===== src/hw/ps_pkg.sv =====
// Purpose: Shared constants and types of the program sequencer
// Assumes: APB register window, byte address = index * 4
// Notes: Vector and table constants sized to the widest counter
package ps_pkg;
   // ----------------------------------------
   // Timing
   // ----------------------------------------
   localparam int PHASES = 4;
   localparam logic [1:0] LAST_PHASE = 2'h3;
   localparam logic [3:0] PHASE_RST = 4'h1;
   // ----------------------------------------
   // Address counter
   // ----------------------------------------
   localparam int ADDR_MAX_W = 13;
   localparam logic [12:0] VEC_RESET = 13'h0000;
   localparam logic [12:0] VEC_EXT = 13'h0004;
   localparam logic [12:0] VEC_T0 = 13'h0008;
   localparam logic [12:0] VEC_T1 = 13'h000c;
   localparam int PAGE_BITS = 8;
   // ----------------------------------------
   // Register indices and fields
   // ----------------------------------------
   localparam logic [7:0] IDX_CNT_LO = 8'h06;
   localparam logic [7:0] IDX_TBL_PTR = 8'h07;
   localparam logic [7:0] IDX_TBL_HI = 8'h08;
   localparam logic [7:0] IDX_CTRL = 8'h09;
   localparam logic [7:0] IDX_STAT = 8'h0a;
   localparam int INT_EXT = 0;
   localparam int INT_T0 = 1;
   localparam int INT_T1 = 2;
   localparam int N_INT = 3;
   localparam int STAT_LVL_POS = 4;
   localparam int STAT_PC_POS = 16;
   localparam logic [7:0] TBL_PTR_RST = 8'h00;
   localparam logic [2:0] CTRL_RST = 3'h0;
   localparam logic [2:0] FLAG_RST = 3'h0;
   // ----------------------------------------
   // Types
   // ----------------------------------------
   typedef enum logic [2:0] {
      OP_NONE, OP_JUMP, OP_CALL, OP_SUB_RET, OP_INT_RET, OP_SKIP, OP_TRDC, OP_TRDL
   } ps_op_t;
   typedef enum logic {MODE_RUN, MODE_TABLE} ps_mode_t;
   typedef struct packed {
      ps_op_t op;
      logic [12:0] target;
   } ps_cmd_t;
   typedef struct packed {
      logic psel;
      logic penable;
      logic pwrite;
      logic [9:0] paddr;
      logic [31:0] pwdata;
   } ps_apb_req_t;
   typedef struct packed {
      logic pready;
      logic pslverr;
      logic [31:0] prdata;
   } ps_apb_rsp_t;
endpackage : ps_pkg


===== src/hw/ps_phase_gen.sv =====
// Purpose: Four-phase instruction cycle timing
// Assumes: Synchronous active-high reset
// Notes: Phase 0 follows reset
`timescale 1ns/100ps
module ps_phase_gen (
   input wire logic clk_in,           // System clock
   input wire logic rst_in,           // Synchronous reset
   output logic [3:0] phase_out,      // One-hot phase
   output logic cycle_end_out         // Last phase of cycle
);
   typedef struct packed {
      logic [1:0] cnt;
      logic [3:0] ph;
   } ps_phase_state_t;
   ps_phase_state_t st_reg;
   ps_phase_state_t st_next;

   always_comb begin
      st_next = st_reg;
      st_next.cnt = st_reg.cnt + 2'h1;
      st_next.ph = {st_reg.ph[2:0], st_reg.ph[3]};
   end

   always_ff @(posedge clk_in) begin
      if (rst_in) begin
         st_reg <= '{cnt: 2'h0, ph: ps_pkg::PHASE_RST};
      end else begin
         st_reg <= st_next;
      end
   end

   assign phase_out = st_reg.ph;
   assign cycle_end_out = (st_reg.cnt == ps_pkg::LAST_PHASE);

   property p_cycle_len;
      @(posedge clk_in) disable iff (rst_in)
      cycle_end_out |=> !cycle_end_out [*3] ##1 cycle_end_out;
   endproperty
   a_cycle_len: assert property (p_cycle_len) else $error("cycle not 4 clocks");
   property p_phase_onehot;
      @(posedge clk_in) disable iff (rst_in)
      $onehot(phase_out) && (cycle_end_out == phase_out[3]);
   endproperty
   a_phase_onehot: assert property (p_phase_onehot) else $error("phase overlap");
endmodule : ps_phase_gen


===== src/hw/ps_return_stack.sv =====
// Purpose: Hardware return stack; entries hidden from software, level readable in the status register
// Assumes: Push and pop never in the same cycle
// Notes: Push when full drops the oldest entry
`timescale 1ns/100ps
module ps_return_stack #(
   parameter int DEPTH = 8,
   parameter int W = 13
) (
   input wire logic clk_in,           // System clock
   input wire logic rst_in,           // Synchronous reset
   input wire logic push_in,          // Push request
   input wire logic pop_in,           // Pop request
   input wire logic [W-1:0] data_in,  // Pushed address
   output logic [W-1:0] top_out,      // Most recent entry
   output logic full_out,             // All levels used
   output logic [3:0] level_out       // Levels in use
);
   typedef struct packed {
      logic [DEPTH-1:0][W-1:0] ent;
      logic [3:0] lvl;
   } ps_stk_state_t;
   ps_stk_state_t st_reg;
   ps_stk_state_t st_next;

   always_comb begin
      st_next = st_reg;
      if (push_in) begin
         st_next.ent = {st_reg.ent[DEPTH-2:0], data_in};
         if (!full_out) begin
            st_next.lvl = st_reg.lvl + 4'h1;
         end
      end else if (pop_in) begin
         st_next.ent = {data_in, st_reg.ent[DEPTH-1:1]};
         if (st_reg.lvl != 4'h0) begin
            st_next.lvl = st_reg.lvl - 4'h1;
         end
      end
   end

   always_ff @(posedge clk_in) begin
      if (rst_in) begin
         st_reg <= '0;
      end else begin
         st_reg <= st_next;
      end
   end

   assign top_out = st_reg.ent[0];
   assign full_out = (st_reg.lvl == 4'(DEPTH));
   assign level_out = st_reg.lvl;

   property p_push_top;
      @(posedge clk_in) disable iff (rst_in)
      push_in |=> (top_out == $past(data_in)) && (level_out != 4'h0);
   endproperty
   a_push_top: assert property (p_push_top) else $error("push lost");
   property p_full_keep;
      @(posedge clk_in) disable iff (rst_in)
      (full_out && push_in) |=> full_out && (level_out == 4'(DEPTH));
   endproperty
   a_full_keep: assert property (p_full_keep) else $error("overflow bad");
endmodule : ps_return_stack


===== src/hw/ps_sequencer.sv =====
// Purpose: Program sequencer: fetch, counter, stack, table reads
// Assumes: ROM answers within three clocks; commands valid at phase 3
// Notes: Registers on APB, zero wait states
//
// The APB register port is this design's own decision.
`timescale 1ns/100ps
// Contract
// - Four phases per instruction cycle, each cycle exactly four clocks.
// - Next word fetched while current executes, one instruction per cycle.
// - Counter-changing instructions take two cycles via a dummy cycle.
// - Counter width is a build parameter of 10 to 13 bits.
// - Counter increments by one after every instruction fetch.
// - True skip discards fetched word, dummy cycle, continue at address plus two.
// - Write to low-byte register at 06H replaces counter low byte.
// - Reset loads counter with zero; execution starts at 000H.
// - Enabled external interrupt with room on stack vectors to 004H.
// - Enabled timer 0 overflow with room on stack vectors to 008H.
// - Enabled timer 1 overflow with room on stack vectors to 00CH.
// - Table address: pointer low byte, current page or all-ones page.
// - Table read sends low byte out, upper bits to high-byte register 08H.
// - Table pointer is an 8-bit read/write register at 07H.
// - Each table read takes two instruction cycles.
// - Stack depth parameter 2, 4 or 8; stack invisible to software; the design shows its level in status register 0AH.
// - Call and interrupt push counter; returns restore it.
// - Reset leaves the stack pointer at the empty top.
// - Interrupt on full stack stays flagged until a return pops.
// - Jumps and calls load the counter with the instruction target.
// - Call on full stack loses the oldest return address.
module ps_sequencer #(
   parameter int PC_W = 13,
   parameter int STK_DEPTH = 8,
   parameter int ROM_W = 16,
   parameter bit HAS_T1 = 1'b1
) (
   input wire logic CORE_CLK_IN,                  // System clock
   input wire logic SYS_RST_IN,                   // Sync reset, high
   input wire ps_pkg::ps_apb_req_t APB_REQ_IN,    // APB request
   output ps_pkg::ps_apb_rsp_t APB_RSP_OUT,       // APB response
   input wire ps_pkg::ps_cmd_t CMD_IN,            // Decoder command
   input wire logic EXT_INT_N_IN,                 // External interrupt, low
   input wire logic TMR0_OVF_IN,                  // Timer 0 overflow pulse
   input wire logic TMR1_OVF_IN,                  // Timer 1 overflow pulse
   output logic [PC_W-1:0] ROM_ADDR_OUT,          // Program ROM address
   input wire logic [ROM_W-1:0] ROM_DATA_IN,      // Program ROM word
   output logic [3:0] PHASE_OUT,                  // One-hot phase
   output logic CYCLE_END_OUT,                    // Last phase pulse
   output logic [ROM_W-1:0] INSTR_OUT,            // Word in execution
   output logic INSTR_VALID_OUT,                  // Not a dummy cycle
   output logic [7:0] TBL_DATA_OUT,               // Table low byte
   output logic TBL_WR_OUT,                       // Table byte strobe
   output logic INT_ACK_OUT                       // Interrupt taken pulse
);
   // ----------------------------------------
   // State
   // ----------------------------------------
   typedef struct packed {
      logic [PC_W-1:0] pc;
      logic [ROM_W-1:0] ir;
      logic ir_valid;
      ps_pkg::ps_mode_t mode;
      logic [PC_W-1:0] tbl_addr;
      logic [7:0] tbl_ptr;
      logic [ROM_W-9:0] tbl_hi;
      logic [7:0] tbl_data;
      logic tbl_wr;
      logic lo_pend;
      logic [7:0] lo_val;
      logic [2:0] int_en;
      logic [2:0] int_flag;
      logic int_ack;
      logic ext_n_prev;
      logic [PC_W-1:0] rom_addr;
      logic [31:0] prdata;
      logic pslverr;
   } ps_seq_state_t;

   localparam ps_seq_state_t ST_RST = '{
      pc: ps_pkg::VEC_RESET[PC_W-1:0],
      ir: '0,
      ir_valid: 1'b0,
      mode: ps_pkg::MODE_RUN,
      tbl_addr: '0,
      tbl_ptr: ps_pkg::TBL_PTR_RST,
      tbl_hi: '0,
      tbl_data: 8'h00,
      tbl_wr: 1'b0,
      lo_pend: 1'b0,
      lo_val: 8'h00,
      int_en: ps_pkg::CTRL_RST,
      int_flag: ps_pkg::FLAG_RST,
      int_ack: 1'b0,
      ext_n_prev: 1'b1,
      rom_addr: ps_pkg::VEC_RESET[PC_W-1:0],
      prdata: 32'h0000_0000,
      pslverr: 1'b0
   };

   ps_seq_state_t st_reg;
   ps_seq_state_t st_next;

   logic cyc_end;
   logic exec_valid;
   ps_pkg::ps_op_t cmd_op;
   logic [2:0] int_pend;
   logic [2:0] int_events;
   logic [2:0] ack_vec;
   logic [PC_W-1:0] int_vec;
   logic int_grant;
   logic stk_push;
   logic stk_pop;
   logic [PC_W-1:0] stk_top;
   logic stk_full;
   logic [3:0] stk_level;
   logic apb_setup;
   logic apb_write;

   function automatic logic [7:0] reg_index(input logic [9:0] addr);
      return addr[9:2];
   endfunction : reg_index

   // ----------------------------------------
   // Phase timing and return stack
   // ----------------------------------------
   ps_phase_gen u_phase (
      .clk_in(CORE_CLK_IN),
      .rst_in(SYS_RST_IN),
      .phase_out(PHASE_OUT),
      .cycle_end_out(cyc_end)
   );

   ps_return_stack #(
      .DEPTH(STK_DEPTH),
      .W(PC_W)
   ) u_stack (
      .clk_in(CORE_CLK_IN),
      .rst_in(SYS_RST_IN),
      .push_in(stk_push),
      .pop_in(stk_pop),
      .data_in(st_reg.pc),
      .top_out(stk_top),
      .full_out(stk_full),
      .level_out(stk_level)
   );

   // ----------------------------------------
   // Interrupt selection
   // ----------------------------------------
   assign exec_valid = st_reg.ir_valid && (st_reg.mode == ps_pkg::MODE_RUN);
   assign cmd_op = exec_valid ? CMD_IN.op : ps_pkg::OP_NONE;
   assign int_pend = st_reg.int_flag & st_reg.int_en;
   assign int_grant = (int_pend != 3'h0) && !stk_full;
   assign int_events = {TMR1_OVF_IN & HAS_T1, TMR0_OVF_IN,
                        st_reg.ext_n_prev & ~EXT_INT_N_IN};

   always_comb begin
      ack_vec = 3'h0;
      int_vec = ps_pkg::VEC_T1[PC_W-1:0];
      if (int_pend[ps_pkg::INT_EXT]) begin
         ack_vec[ps_pkg::INT_EXT] = 1'b1;
         int_vec = ps_pkg::VEC_EXT[PC_W-1:0];
      end else if (int_pend[ps_pkg::INT_T0]) begin
         ack_vec[ps_pkg::INT_T0] = 1'b1;
         int_vec = ps_pkg::VEC_T0[PC_W-1:0];
      end else if (int_pend[ps_pkg::INT_T1]) begin
         ack_vec[ps_pkg::INT_T1] = 1'b1;
      end
   end

   // ----------------------------------------
   // Next state
   // ----------------------------------------
   assign apb_setup = APB_REQ_IN.psel && !APB_REQ_IN.penable;
   assign apb_write = APB_REQ_IN.psel && APB_REQ_IN.penable && APB_REQ_IN.pwrite;

   always_comb begin
      st_next = st_reg;
      st_next.tbl_wr = 1'b0;
      st_next.int_ack = 1'b0;
      st_next.ext_n_prev = EXT_INT_N_IN;
      stk_push = 1'b0;
      stk_pop = 1'b0;
      if (cyc_end) begin
         unique case (st_reg.mode)
            ps_pkg::MODE_TABLE: begin
               st_next.tbl_data = ROM_DATA_IN[7:0];
               st_next.tbl_hi = ROM_DATA_IN[ROM_W-1:8];
               st_next.tbl_wr = 1'b1;
               st_next.mode = ps_pkg::MODE_RUN;
            end
            ps_pkg::MODE_RUN: begin
               st_next.ir = ROM_DATA_IN;
               st_next.ir_valid = 1'b1;
               st_next.pc = st_reg.pc + 1'b1;
               unique case (cmd_op)
                  ps_pkg::OP_JUMP: begin
                     st_next.pc = CMD_IN.target[PC_W-1:0];
                     st_next.ir_valid = 1'b0;
                  end
                  ps_pkg::OP_CALL: begin
                     stk_push = 1'b1;
                     st_next.pc = CMD_IN.target[PC_W-1:0];
                     st_next.ir_valid = 1'b0;
                  end
                  ps_pkg::OP_SUB_RET, ps_pkg::OP_INT_RET: begin
                     stk_pop = 1'b1;
                     st_next.pc = stk_top;
                     st_next.ir_valid = 1'b0;
                  end
                  ps_pkg::OP_SKIP: begin
                     st_next.ir_valid = 1'b0;
                  end
                  ps_pkg::OP_TRDC: begin
                     st_next.mode = ps_pkg::MODE_TABLE;
                     st_next.tbl_addr = {st_reg.pc[PC_W-1:8], st_reg.tbl_ptr};
                  end
                  ps_pkg::OP_TRDL: begin
                     st_next.mode = ps_pkg::MODE_TABLE;
                     st_next.tbl_addr = {{(PC_W-8){1'b1}}, st_reg.tbl_ptr};
                  end
                  ps_pkg::OP_NONE: begin
                     if (st_reg.lo_pend) begin
                        st_next.pc = {st_reg.pc[PC_W-1:8], st_reg.lo_val};
                        st_next.ir_valid = 1'b0;
                        st_next.lo_pend = 1'b0;
                     end else if (int_grant) begin
                        stk_push = 1'b1;
                        st_next.pc = int_vec;
                        st_next.ir_valid = 1'b0;
                        st_next.int_ack = 1'b1;
                     end
                  end
               endcase
            end
         endcase
      end
      // Request set wins over acknowledge clear
      st_next.int_flag = (st_reg.int_flag & ~(ack_vec & {3{st_next.int_ack}}))
                         | int_events;
      // Register read data, sampled in setup phase
      if (apb_setup) begin
         st_next.pslverr = 1'b0;
         unique case (reg_index(APB_REQ_IN.paddr))
            ps_pkg::IDX_CNT_LO: st_next.prdata = 32'(st_reg.pc[7:0]);
            ps_pkg::IDX_TBL_PTR: st_next.prdata = 32'(st_reg.tbl_ptr);
            ps_pkg::IDX_TBL_HI: st_next.prdata = 32'(st_reg.tbl_hi);
            ps_pkg::IDX_CTRL: st_next.prdata = 32'(st_reg.int_en);
            ps_pkg::IDX_STAT: begin
               st_next.prdata = 32'(st_reg.int_flag)
                  | (32'(stk_level) << ps_pkg::STAT_LVL_POS)
                  | (32'(st_reg.pc) << ps_pkg::STAT_PC_POS);
            end
            default: begin
               st_next.prdata = 32'h0000_0000;
               st_next.pslverr = 1'b1;
            end
         endcase
      end
      // Register writes; later than cycle logic so a new write is kept
      if (apb_write) begin
         unique case (reg_index(APB_REQ_IN.paddr))
            ps_pkg::IDX_CNT_LO: begin
               st_next.lo_pend = 1'b1;
               st_next.lo_val = APB_REQ_IN.pwdata[7:0];
            end
            ps_pkg::IDX_TBL_PTR: st_next.tbl_ptr = APB_REQ_IN.pwdata[7:0];
            ps_pkg::IDX_CTRL: st_next.int_en = APB_REQ_IN.pwdata[2:0];
            default: st_next.tbl_ptr = st_reg.tbl_ptr;
         endcase
      end
      st_next.rom_addr = (st_next.mode == ps_pkg::MODE_TABLE) ? st_next.tbl_addr
                                                              : st_next.pc;
   end

   always_ff @(posedge CORE_CLK_IN) begin
      if (SYS_RST_IN) begin
         st_reg <= ST_RST;
      end else begin
         st_reg <= st_next;
      end
   end

   // ----------------------------------------
   // Outputs
   // ----------------------------------------
   assign APB_RSP_OUT.pready = 1'b1;
   assign APB_RSP_OUT.pslverr = st_reg.pslverr && APB_REQ_IN.psel && APB_REQ_IN.penable;
   assign APB_RSP_OUT.prdata = st_reg.prdata;
   assign ROM_ADDR_OUT = st_reg.rom_addr;
   assign CYCLE_END_OUT = cyc_end;
   assign INSTR_OUT = st_reg.ir;
   assign INSTR_VALID_OUT = exec_valid;
   assign TBL_DATA_OUT = st_reg.tbl_data;
   assign TBL_WR_OUT = st_reg.tbl_wr;
   assign INT_ACK_OUT = st_reg.int_ack;

   // ----------------------------------------
   // Checks
   // ----------------------------------------
   property p_pc_incr;
      @(posedge CORE_CLK_IN) disable iff (SYS_RST_IN)
      (cyc_end && st_reg.mode == ps_pkg::MODE_RUN && cmd_op == ps_pkg::OP_NONE
       && !st_reg.lo_pend && !int_grant)
      |=> st_reg.pc == PC_W'($past(st_reg.pc) + 1'b1) && INSTR_VALID_OUT;
   endproperty
   a_pc_incr: assert property (p_pc_incr) else $error("no increment");
   property p_jump;
      @(posedge CORE_CLK_IN) disable iff (SYS_RST_IN)
      (cyc_end && cmd_op == ps_pkg::OP_JUMP)
      |=> st_reg.pc == $past(CMD_IN.target[PC_W-1:0]) ##0 !INSTR_VALID_OUT [*4];
   endproperty
   a_jump: assert property (p_jump) else $error("jump wrong");
   property p_skip;
      @(posedge CORE_CLK_IN) disable iff (SYS_RST_IN)
      (cyc_end && cmd_op == ps_pkg::OP_SKIP) |=> !INSTR_VALID_OUT [*4];
   endproperty
   a_skip: assert property (p_skip) else $error("skip no dummy");
   property p_int_vec;
      @(posedge CORE_CLK_IN) disable iff (SYS_RST_IN)
      (cyc_end && st_reg.mode == ps_pkg::MODE_RUN && cmd_op == ps_pkg::OP_NONE
       && !st_reg.lo_pend && int_grant && int_pend[ps_pkg::INT_EXT])
      |=> st_reg.pc == ps_pkg::VEC_EXT[PC_W-1:0] && INT_ACK_OUT;
   endproperty
   a_int_vec: assert property (p_int_vec) else $error("ext vector wrong");
   property p_full_block;
      @(posedge CORE_CLK_IN) disable iff (SYS_RST_IN)
      (stk_full && cyc_end) |=> !INT_ACK_OUT;
   endproperty
   a_full_block: assert property (p_full_block) else $error("ack on full");
   property p_table;
      @(posedge CORE_CLK_IN) disable iff (SYS_RST_IN)
      (cyc_end && (cmd_op == ps_pkg::OP_TRDC || cmd_op == ps_pkg::OP_TRDL))
      |=> !TBL_WR_OUT [*4] ##1 TBL_WR_OUT;
   endproperty
   a_table: assert property (p_table) else $error("table not two cycles");
endmodule : ps_sequencer


===== config.mk =====
export PLATFORM = sky130hd
export DESIGN_NAME = ps_sequencer
export DESIGN_NICKNAME = d
export VERILOG_FILES = /design/src/hw/ps_pkg.sv /design/src/hw/ps_phase_gen.sv /design/src/hw/ps_return_stack.sv /design/src/hw/ps_sequencer.sv
export SDC_FILE = /design/constraint.sdc
export NUM_CORES = 1
export LEC_CHECK = 0
export BUFFER_PORTS_ARGS = -buffer_cell sky130_fd_sc_hd__buf_2
export CAP_MARGIN = 20
export CORE_MARGIN = 4
export CORE_UTILIZATION = 30
export CTS_CLUSTER_DIAMETER = 80
export DETAILED_ROUTE_END_ITERATION = 16
export REMOVE_ABC_BUFFERS = 1
export SYNTH_ARGS = -nofsm -noshare
export SYNTH_HDL_FRONTEND = slang
export SYNTH_HIERARCHICAL = 1
export SYNTH_SLANG_ARGS = --single-unit
export TNS_END_PERCENT = 50

===== constraint.sdc =====
create_clock -name CORE_CLK_IN -period 6.7 [get_ports CORE_CLK_IN]
set_input_delay 0.335 -clock CORE_CLK_IN [delete_from_list [all_inputs] [get_ports CORE_CLK_IN]]
set_output_delay 0.335 -clock CORE_CLK_IN [all_outputs]
set_load 0.03 [all_outputs]

### Word-level counts from Yosys, hierarchy flattened

Cells that the tools add are included.
W data, S select, Z words.

| storage, ports and cells | value |
|---|---|
| word-level logic and storage cells | 128 |
| flip-flop bits (word level) | 246 |
| bits of input ports | 82 |
| output and inout port bits | 79 |

| operators by class | value |
|---|---|
| equal/unequal tests | 15 |
| multiplexer cells | 44 |
| reductions and logical operators | 25 |
| add/subtract/negate cells | 4 |
| bitwise logic cells | 11 |

Operator list:

| kind | count |
|---|---|
| $mux W108 | 2 |
| $pmux W29 S5 | 1 |
| $mux W13 | 5 |
| $mux W44 | 1 |
| $pmux W13 S3 | 1 |
| $mux W30 | 1 |
| $or A8 B29 Y29 | 1 |
| $pmux W14 S2 | 1 |
| $eq A8 B4 Y1 const B | 3 |
| $mux W1 | 21 |
| $eq A8 B3 Y1 const B | 2 |
| $add A13 B1 Y13 const B | 1 |
| $eq A3 B3 Y1 const B | 4 |
| $mux W12 | 1 |
| $reduce_and A2 Y1 | 5 |
| $reduce_or A5 Y1 | 2 |
| $and A3 B3 Y3 | 3 |
| $mux W3 | 3 |
| $mux W9 | 1 |
| $mux W4 | 2 |
| $or A3 B8 Y8 | 1 |
| $logic_and A1 B1 Y1 | 7 |
| $eq A3 B2 Y1 const B | 2 |
| $pmux W1 S2 | 3 |
| other kinds (19) | 25 |

### Logic depth before layout (Yosys ltp)

Gate-level depths: netlist of run 1.

| depth | value |
|---|---|
| word-level depth | 12 |
| depth in mapped cells | 13 |
| depth with buffers taken out | 10 |

### Modules after synthesis

The synthesis of run 1 kept the hierarchy.

Modules (own cells, without submodules):

| module | times used | cells an instance | area an instance (µm²) | sequential area each (µm²) |
|---|---|---|---|---|
| ps_sequencer | 1 | 683 | 5810.6 | 2422.3 |
| ps_return_stack | 1 | 613 | 5117.4 | 2162.1 |
| ps_phase_gen | 1 | 17 | 197.7 | 120.1 |

### Worst setup path after synthesis of run 1

OpenSTA, ideal clock, no wires.

| timing | value |
|---|---|
| path type | reg-to-reg |
| start | register u_phase/st_reg[4] in the netlist's numbering |
| end | register u_stack.st_reg, in the netlist u_stack/level_out[3] |
| cell stages (with the launch flop) | 14 |
| period minus slack after synthesis | 3.378 ns |
| arrival time | 3.299 ns |
| slack | 3.322 ns |
| path buffers | 3 |
| path through | dfxtp_1 -> ha_1 -> nor2b_1 -> clkbuf_1 -> clkbuf_1 -> clkbuf_1 -> o21ai_0 -> a21oi_1 -> inv_1 -> ha_1 -> a21oi_1 -> a21oi_1 -> o211a_1 -> a211oi_2 |

| between the ends | value |
|---|---|
| word-level cells in the longest chain between the ends | 4 |
| elaborated cells on any way between the ends | 8 |
| those cells by class | 2 x eq/ne; 3 x mux; 3 x reduce/logical |

Ends and longest elaborated chain:

| item | RTL line | source |
|---|---|---|
| start, declared | ps_phase_gen.sv:15 | `ps_phase_state_t st_reg;` |
| start signal, assigned | ps_phase_gen.sv:26 | `st_reg <= '{cnt: 2'h0, ph: ps_pkg::PHASE_RST};` |
| start signal, assigned | ps_phase_gen.sv:28 | `st_reg <= st_next;` |
| $eq A2 B2 Y1 * | ps_phase_gen.sv:33 | `assign cycle_end_out = (st_reg.cnt == ps_pkg::LAST_PHASE);` |
| via CYCLE_END_OUT | ps_sequencer.sv:46 | `output logic CYCLE_END_OUT,` |
| $mux W1 * | ps_sequencer.sv:182 | `if (cyc_end) begin` |
| via stk_push | ps_sequencer.sv:109 | `logic stk_push;` |
| $ne A2 B2 Y1 (no line) / $reduce_bool A2 Y1 (equally long branches) | n/a |  |
| $reduce_and A3 Y1 (no line) | n/a |  |
| end signal, assigned | ps_return_stack.sv:44 | `st_reg <= st_next;` |
| end, declared | ps_return_stack.sv:22 | `ps_stk_state_t st_reg;` |

Mark *: on every way through the listed nets, which the timed path passes. The rest lies on a longest branch.
A chain may end at the register's enable or synchronous reset.

### Worst setup path after layout of run 1

| timing | value |
|---|---|
| start | register u_phase/st_reg[4] in the netlist's numbering |
| end | register u_stack.st_reg, in the netlist u_stack/level_out[3] |

| between the ends | value |
|---|---|
| word-level cells in the longest chain between the ends | 4 |
| elaborated cells on any way between the ends | 8 |
| those cells by class | 2 x eq/ne; 3 x mux; 3 x reduce/logical |

Ends and longest elaborated chain:

| item | RTL line |
|---|---|
| $eq A2 B2 Y1 * | ps_phase_gen.sv:33 |
| $mux W1 * | ps_sequencer.sv:182 |
| via stk_push | ps_sequencer.sv:109 |
| $ne A2 B2 Y1 (no line) / $reduce_bool A2 Y1 (equally long branches) | n/a |
| $reduce_and A3 Y1 (no line) | n/a |

Marks and branches as above.

==> results of run 1 <==
[worst max path at each step]
stage | from | to | slack [ns] | depth (start not counted)
6_report | u_phase/st_reg[4] | u_stack/level_out[3] | 3.02 | 9
5_1_grt | u_phase/st_reg[4] | u_stack/level_out[3] | 2.62 | 9
4_1_cts | u_phase/st_reg[4] | u_stack/st_reg[100] | 2.91 | 8
3_5_place_dp | u_phase/st_reg[4] | u_stack/st_reg[100] | 2.94 | 8
3_3_place_gp | u_phase/st_reg[4] | u_stack/level_out[3] | 3.02 | 9
2_1_floorplan | u_phase/st_reg[4] | u_stack/level_out[3] | -5.76 | 10
[synth_stat cells, drive strengths merged (2+ instances only)]
cell type  count
or2            3
xnor2          3
a2bb2oi        3
clkbuf        37
and2           4
nor3          14
nor4           4
or3            3
nand2b         7
dfxtp        235
a21oi        179
conb           2
o32ai          4
a221o          3
nand3b         3
a311oi         4
o22ai          6
buf          145
inv           10
a21boi         2
ha             4
nor2b          8
a221oi         2
a222oi         8
nand3         13
and3           6
mux2i        136
a22oi         30
a211oi         5
nand2         86
a21o           9
o21ai         19
nand4          4
nor2         295
[cells in the final DEF, fill, tap and decap left out, types with 6 or more instances in the layout]
cell type / instances
dfxtp_1: 235
a21o_1: 9
inv_1: 9
a21oi_1: 176
nor3_1: 11
buf_4: 15
nor2b_1: 7
clkbuf_16: 29
a22oi_1: 20
nand3_1: 13
o22ai_1: 6
nor2_1: 293
clkbuf_1: 8
a22oi_2: 10
mux2i_1: 136
nand2b_1: 6
nand2_1: 85
a222oi_1: 8
and3_1: 6
o21ai_0: 17
conb_1: 12
buf_2: 121
[stage by stage]
step	TNS (ns)	setup WS [ns]	total power (uW)	cells
final	0	3.02	3020	1792
after global routing	0	2.62	3130	1792
after CTS	0	2.91	3060	1792
after detailed placement	0	2.94	1620	1746
after global placement	0	3.02	1610	1746
after floorplan	-393.61	-5.76	1530	1141
[final cells by class]
type	count	area share (%)
multi-input cells	896	43.0
flip-flops and latches	235	38.8
clock buffers	37	6.22
repair buffers	138	6.09
well taps	468	4.82
clock inverters	8	0.804
inverters	10	0.309
[power breakdown]
part / switching [uW] / internal [uW] / leakage, uW / total (uW)
sequential: 16.0 / 1410 / 0.00190 / 1430
combinational: 112 / 44.2 / 0.00234 / 156
clock: 573 / 860 / 0.000407 / 1430
[worst min-delay path, delay by kind of cell]
family	cells	cell delay (ns)
AND/OR/NAND/NOR	1	0.05
buffers and inverters	1	0.10
AO/OA/AOI/OAI	1	0.05
[layer usage]
metal	part of all wire [%]	vias up	GRT usage [%]
li1	-	4386	-
met1	45	4169	17.7
met2	47	213	22.2
met3	5.9	43	2.96
met4	2.0	8	3.27
met5	0.17	-	0
[logic make-up after synthesis]
| kind of cell | Yosys count |
|---|---|
| other cells | 2 |
| flops | 235 |
| buf+inv | 192 |
| compound gates | 283 |
| fa+ha+maj | 5 |
| xor+xnor | 4 |
| simple gates | 455 |
| mux | 137 |
==> impl_metrics.env, run 1 <==
export IMPL_yosys_area_share_simple_pct=17.5
export IMPL_fmax_mhz=272
export IMPL_drive_gt1_share_pct=15.6
export IMPL_synthCells=1313
export IMPL_seq_area_um2=4700
export IMPL_post_cts_resized=0
export IMPL_netlist_area_um2=11100
export IMPL_final_util_pct=33.2
export IMPL_r2r_end="u_stack/level_out[3]"
export IMPL_min_period_over_period_pct=54.9
export IMPL_synth_compound_area_share_pct=15.6
export IMPL_min_to="st_reg[75]"
export IMPL_overflow=0
export IMPL_multi_input_area_um2=5220
export IMPL_fin_skew_ns=0.0147
export IMPL_rows=70
export IMPL_drtIter0Drc=812
export IMPL_slew_violations=0
export IMPL_hold_viol=0
export IMPL_rsz0062_at_grt="false"
export IMPL_wl_um=28200
export IMPL_synth_top_family_by_area="simple AND/OR/NAND/NOR gates"
export IMPL_r2r_cells=9
export IMPL_placed_cell_area_um2=11300
export IMPL_tightestPinTransition_ns=1.00
export IMPL_setup_violations_final=0
export IMPL_first_global_vias=8116
export IMPL_critPathCaptureType="flop"
export IMPL_grt_pass1_wl_um=44300
export IMPL_ys_ff_latch=235
export IMPL_nNetsFinal=1396
export IMPL_hold_worst_slack_ns=0.0467
export IMPL_hp_start="ROM_DATA_IN[11]"
export IMPL_die_width_um=201
export IMPL_cts_max_path_buffers=3
export IMPL_synth_avg_cell_area_um2=8.47
export IMPL_run_status="finished clean"
export IMPL_synth_fa_ha_area_share_pct=0.630
export IMPL_die_area_um2=40200
export IMPL_num_vias=8819
export IMPL_async_reset_ff_share_pct=0
export IMPL_cts_tree="yes"
export IMPL_synth_top_area_cell="dfxtp_1"
export IMPL_peakVddDrop_mv=0.159
export IMPL_ys_types=70
export IMPL_cts_hold_buf=1
export IMPL_yosysWarnings=6
export IMPL_insertion_delay_ns=0.53
export IMPL_firstDrtPassIters=5
export IMPL_h_tree_depth=1
export IMPL_n_fill_cell=3836
export IMPL_cap_violations=0
export IMPL_arrival_ns=4.13
export IMPL_crit_buf_inv=1
export IMPL_synth_xor_area_share_pct=0.315
export IMPL_cp_slowest_cell="nor2b_2"
export IMPL_initial_core_util_pct=30.4
export IMPL_synth_seq_area_share_pct=42.3
export IMPL_clk_pin_slew_ns=0.06
export IMPL_gp_congestion=0.810
export IMPL_viasPerCell=4.92
export IMPL_hp_class="in -> reg"
export IMPL_grt_max_degree=113
export IMPL_io_buffers=122
export IMPL_drc_errors=0
export IMPL_die_height_um=201
export IMPL_area_growth_pct=9.12
export IMPL_wl_per_cell_um=15.7
export IMPL_netlist_top_cells_area="dfxtp_1 (42%), mux2i_1 (12%), nor2_1 (9.9%), a21oi_1 (8.0%), buf_4 (6.9%)"
export IMPL_clock_root_buffer="clkbuf_16"
export IMPL_min_period_ns=3.68
export IMPL_leakage_uw=0.00464
export IMPL_dpl_hpwl_um=18900
export IMPL_core_um2=36600
export IMPL_yosysTopAreaCellShare_pct=42.3
export IMPL_synth_edf_count=0
export IMPL_cp_start_kind="flop"
export IMPL_worst_setup_path_type="reg -> reg"
export IMPL_grt_usage_pct=13.3
export IMPL_hold_depth=3
export IMPL_stdcell_area_um2=12100
export IMPL_largest_reg_flops=91
export IMPL_cts_setup_buffers=0
export IMPL_synth_top_flop_cell="dfxtp_1"
export IMPL_antenna_found_initial=4
export IMPL_cts_buffers=28
export IMPL_numClockSinks=235
export IMPL_critical_path_max_stage_delay_ns=0.82
export IMPL_num_antenna_cells=0
export IMPL_crit_fanout=100
export IMPL_crit_chain="ha_1, nor2b_2, o21ai_0, a21oi_4, buf_4, nor2_1, a21oi_2, nand4_1, a211oi_2"
export IMPL_p_per_area_nw_per_um2=249
export IMPL_route_antenna_remaining_nets=0
export IMPL_relSlewSlack_pct=32.6
export IMPL_io_pin_count=161
export IMPL_r2r_slack_ns=3.02
export IMPL_required_ns=7.15
export IMPL_synthMuxAreaShare_pct=12.3
export IMPL_timing_rr_start="u_phase/st_reg[4]"
export IMPL_cp_top_family="simple AND/OR/NAND/NOR gates"
Note: power is estimated with default switching activity, not from simulation.
==> run 2, diff against run 1 <==
==> constraint.sdc (replaced) <==
create_clock -name CORE_CLK_IN -period 3.3 [get_ports CORE_CLK_IN]
set_input_delay 0.165 -clock CORE_CLK_IN [delete_from_list [all_inputs] [get_ports CORE_CLK_IN]]
set_output_delay 0.165 -clock CORE_CLK_IN [all_outputs]
set_load 0.03 [all_outputs]
==> run 2 against run 1 <==
Critical path type unchanged. Largest power group is now clock. Cell count up 2.1%. Critical endpoint unchanged. Sequential share of layout area decreased by 1.3 points. Die area unchanged. Routed wire length up 1.4%. Global-route usage grew 0.078 points.
==> impl_metrics.env, run 2 (synthesized netlist as in run 1, its figures left out) <==
export IMPL_drtIter0Drc=658
export IMPL_clock_root_buffer="clkbuf_16"
export IMPL_min_period_over_period_pct=87.9
export IMPL_grt_usage_pct=13.4
export IMPL_io_buffers=122
export IMPL_timing_rr_start="st_reg[101]"
export IMPL_required_ns=3.74
export IMPL_core_um2=36600
export IMPL_swShare_pct=23.4
export IMPL_top_layer_used="met4"
export IMPL_wl_um=28600
export IMPL_area_growth_pct=13.0
export IMPL_n_fill_cell=3812
export IMPL_antenna_found_initial=0
export IMPL_route_antenna_remaining_nets=0
export IMPL_die_area_um2=40200
export IMPL_run_status="finished clean"
export IMPL_dp_slack_ns=0.438
export IMPL_relSlewSlack_pct=30.2
export IMPL_cts_setup_buffers=0
export IMPL_io_pin_count=161
export IMPL_rsz0062_at_grt="false"
export IMPL_setup_violations_final=0
export IMPL_arrival_ns=3.34
export IMPL_h_tree_depth=1
export IMPL_m1WireLength_um=12900
export IMPL_cts_tree="yes"
export IMPL_hold_worst_slack_ns=0.0245
export IMPL_nNetsFinal=1430
export IMPL_critPathCaptureType="flop"
export IMPL_leakage_uw=0.00486
export IMPL_fmax_mhz=345
export IMPL_peakVddDrop_mv=0.328
export IMPL_dr_wl_met3_um=1420
export IMPL_gp_congestion=0.807
export IMPL_numClockSinks=235
export IMPL_p_per_area_nw_per_um2=496
export IMPL_initial_core_util_pct=30.4
export IMPL_largest_reg_flops=91
export IMPL_hp_start="CMD_IN[15]"
export IMPL_dp_cells=1755
export IMPL_layout_common_cells="nor2_1 (293), dfxtp_1 (235), a21oi_1 (176), mux2i_1 (136), buf_2 (121)"
export IMPL_fin_skew_ns=0.0170
export IMPL_stdcell_area_um2=12600
export IMPL_viasPerCell=4.85
export IMPL_wl_per_cell_um=15.6
export IMPL_p_seq_share_pct=46.5
export IMPL_cts_hold_buf=27
export IMPL_fin_cells=1830
export IMPL_drc_errors=0
export IMPL_dr_wl_met2_um=13500
export IMPL_firstDrtPassIters=8
export IMPL_num_vias=8878
export IMPL_crit_fanout=9
export IMPL_grt_max_degree=161
export IMPL_cp_start_kind="flop"
export IMPL_clk_pin_slew_ns=0.06
export IMPL_hp_class="in -> reg"
export IMPL_slew_violations=0
export IMPL_cap_violations=0
export IMPL_cts_buffers=27
export IMPL_insertion_delay_ns=0.53
export IMPL_net_switching_power_uw=1460
export IMPL_post_cts_resized=0
export IMPL_dpl_hpwl_um=19500
export IMPL_hold_viol=0
export IMPL_num_antenna_cells=0
export IMPL_grt_pass1_wl_um=45000
export IMPL_drive_gt1_share_pct=16.3
export IMPL_critPathLaunch="st_reg[101]"
export IMPL_tightestPinTransition_ns=1.04
export IMPL_worst_setup_path_type="reg -> reg"
export IMPL_first_global_vias=8214
export IMPL_p_clk_share_pct=47.8
export IMPL_r2r_slack_ns=0.40
export IMPL_timing_final_ws_setup_ns=0.399
export IMPL_rows=70
export IMPL_placed_cell_area_um2=11400
export IMPL_pwr_share_comb_pct=5.7
export IMPL_total_power_uw=6240
export IMPL_min_period_ns=2.90
export IMPL_die_height_um=201
export IMPL_overflow=0
export IMPL_intPower_uw=4780
export IMPL_cts_max_path_buffers=3
export IMPL_layout_commonest_cell="nor2_1"
export IMPL_die_width_um=201
run 2: changes by cell type in the layout (fill, tap and decap cells not counted), sizes merged:
cell	delta
inv	+3
clkinv	+3
buf	+9
dlygate4sd3	+26
clkinvlp	-3
run 2: layer usage:
layer | GRT usage (%) | vias up
li1 | - | 4442
met1 | 18.1 | 4198
met2 | 22.5 | 194
met3 | 2.08 | 44
met4 | 3.61 | 0
met5 | 0 | -
run 2: layout make-up:
type | instances | area, um2 | area share [%]
clock buffer | 37 | 773 | 6.15
clock inverter | 11 | 119 | 0.946
inverter | 10 | 37.5 | 0.299
multi-input combinational | 896 | 5220 | 41.5
sequential | 235 | 4700 | 37.4
tap | 468 | 586 | 4.66
timing repair buffer | 173 | 1130 | 8.99
run 2: path summary, 6_finish.rpt:
kind                                             end  cells past startpoint
worst min register to register     u_phase/st_reg[4]                      1
worst min-delay path                     st_reg[102]                      3
worst max-delay path            u_stack/level_out[3]                     10
worst max register to register  u_stack/level_out[3]                     10
run 2: stage by stage:
stage,setup TNS (ns),utilization (%)
floorplan,-760.81,-
global placement,0,31.2
detailed placement,0,31.2
CTS,0,34.3
global route,0,34.3
finish,0,34.3
run 2: worst max-delay path, stage by stage (launching register included):
cell and delay [ns]:
dfxtp_1 0.38, nand2b_1 0.35, inv_2 0.07, a2111o_1 0.51, a21oi_4 0.22, inv_1 0.15
ha_1 0.37, a21oi_1 0.24, a21oi_1 0.12, o211a_1 0.24, a211oi_2 0.18
run 2: power by group through the flow:
stage	combinational [uW]	sequential, uW	clock, uW
6_report	357	2900	2980
5_1_grt	385	2900	3180
4_1_cts	357	2900	3050
3_5_place_dp	330	2960	0
3_3_place_gp	327	2960	0
2_1_floorplan	120	2990	0
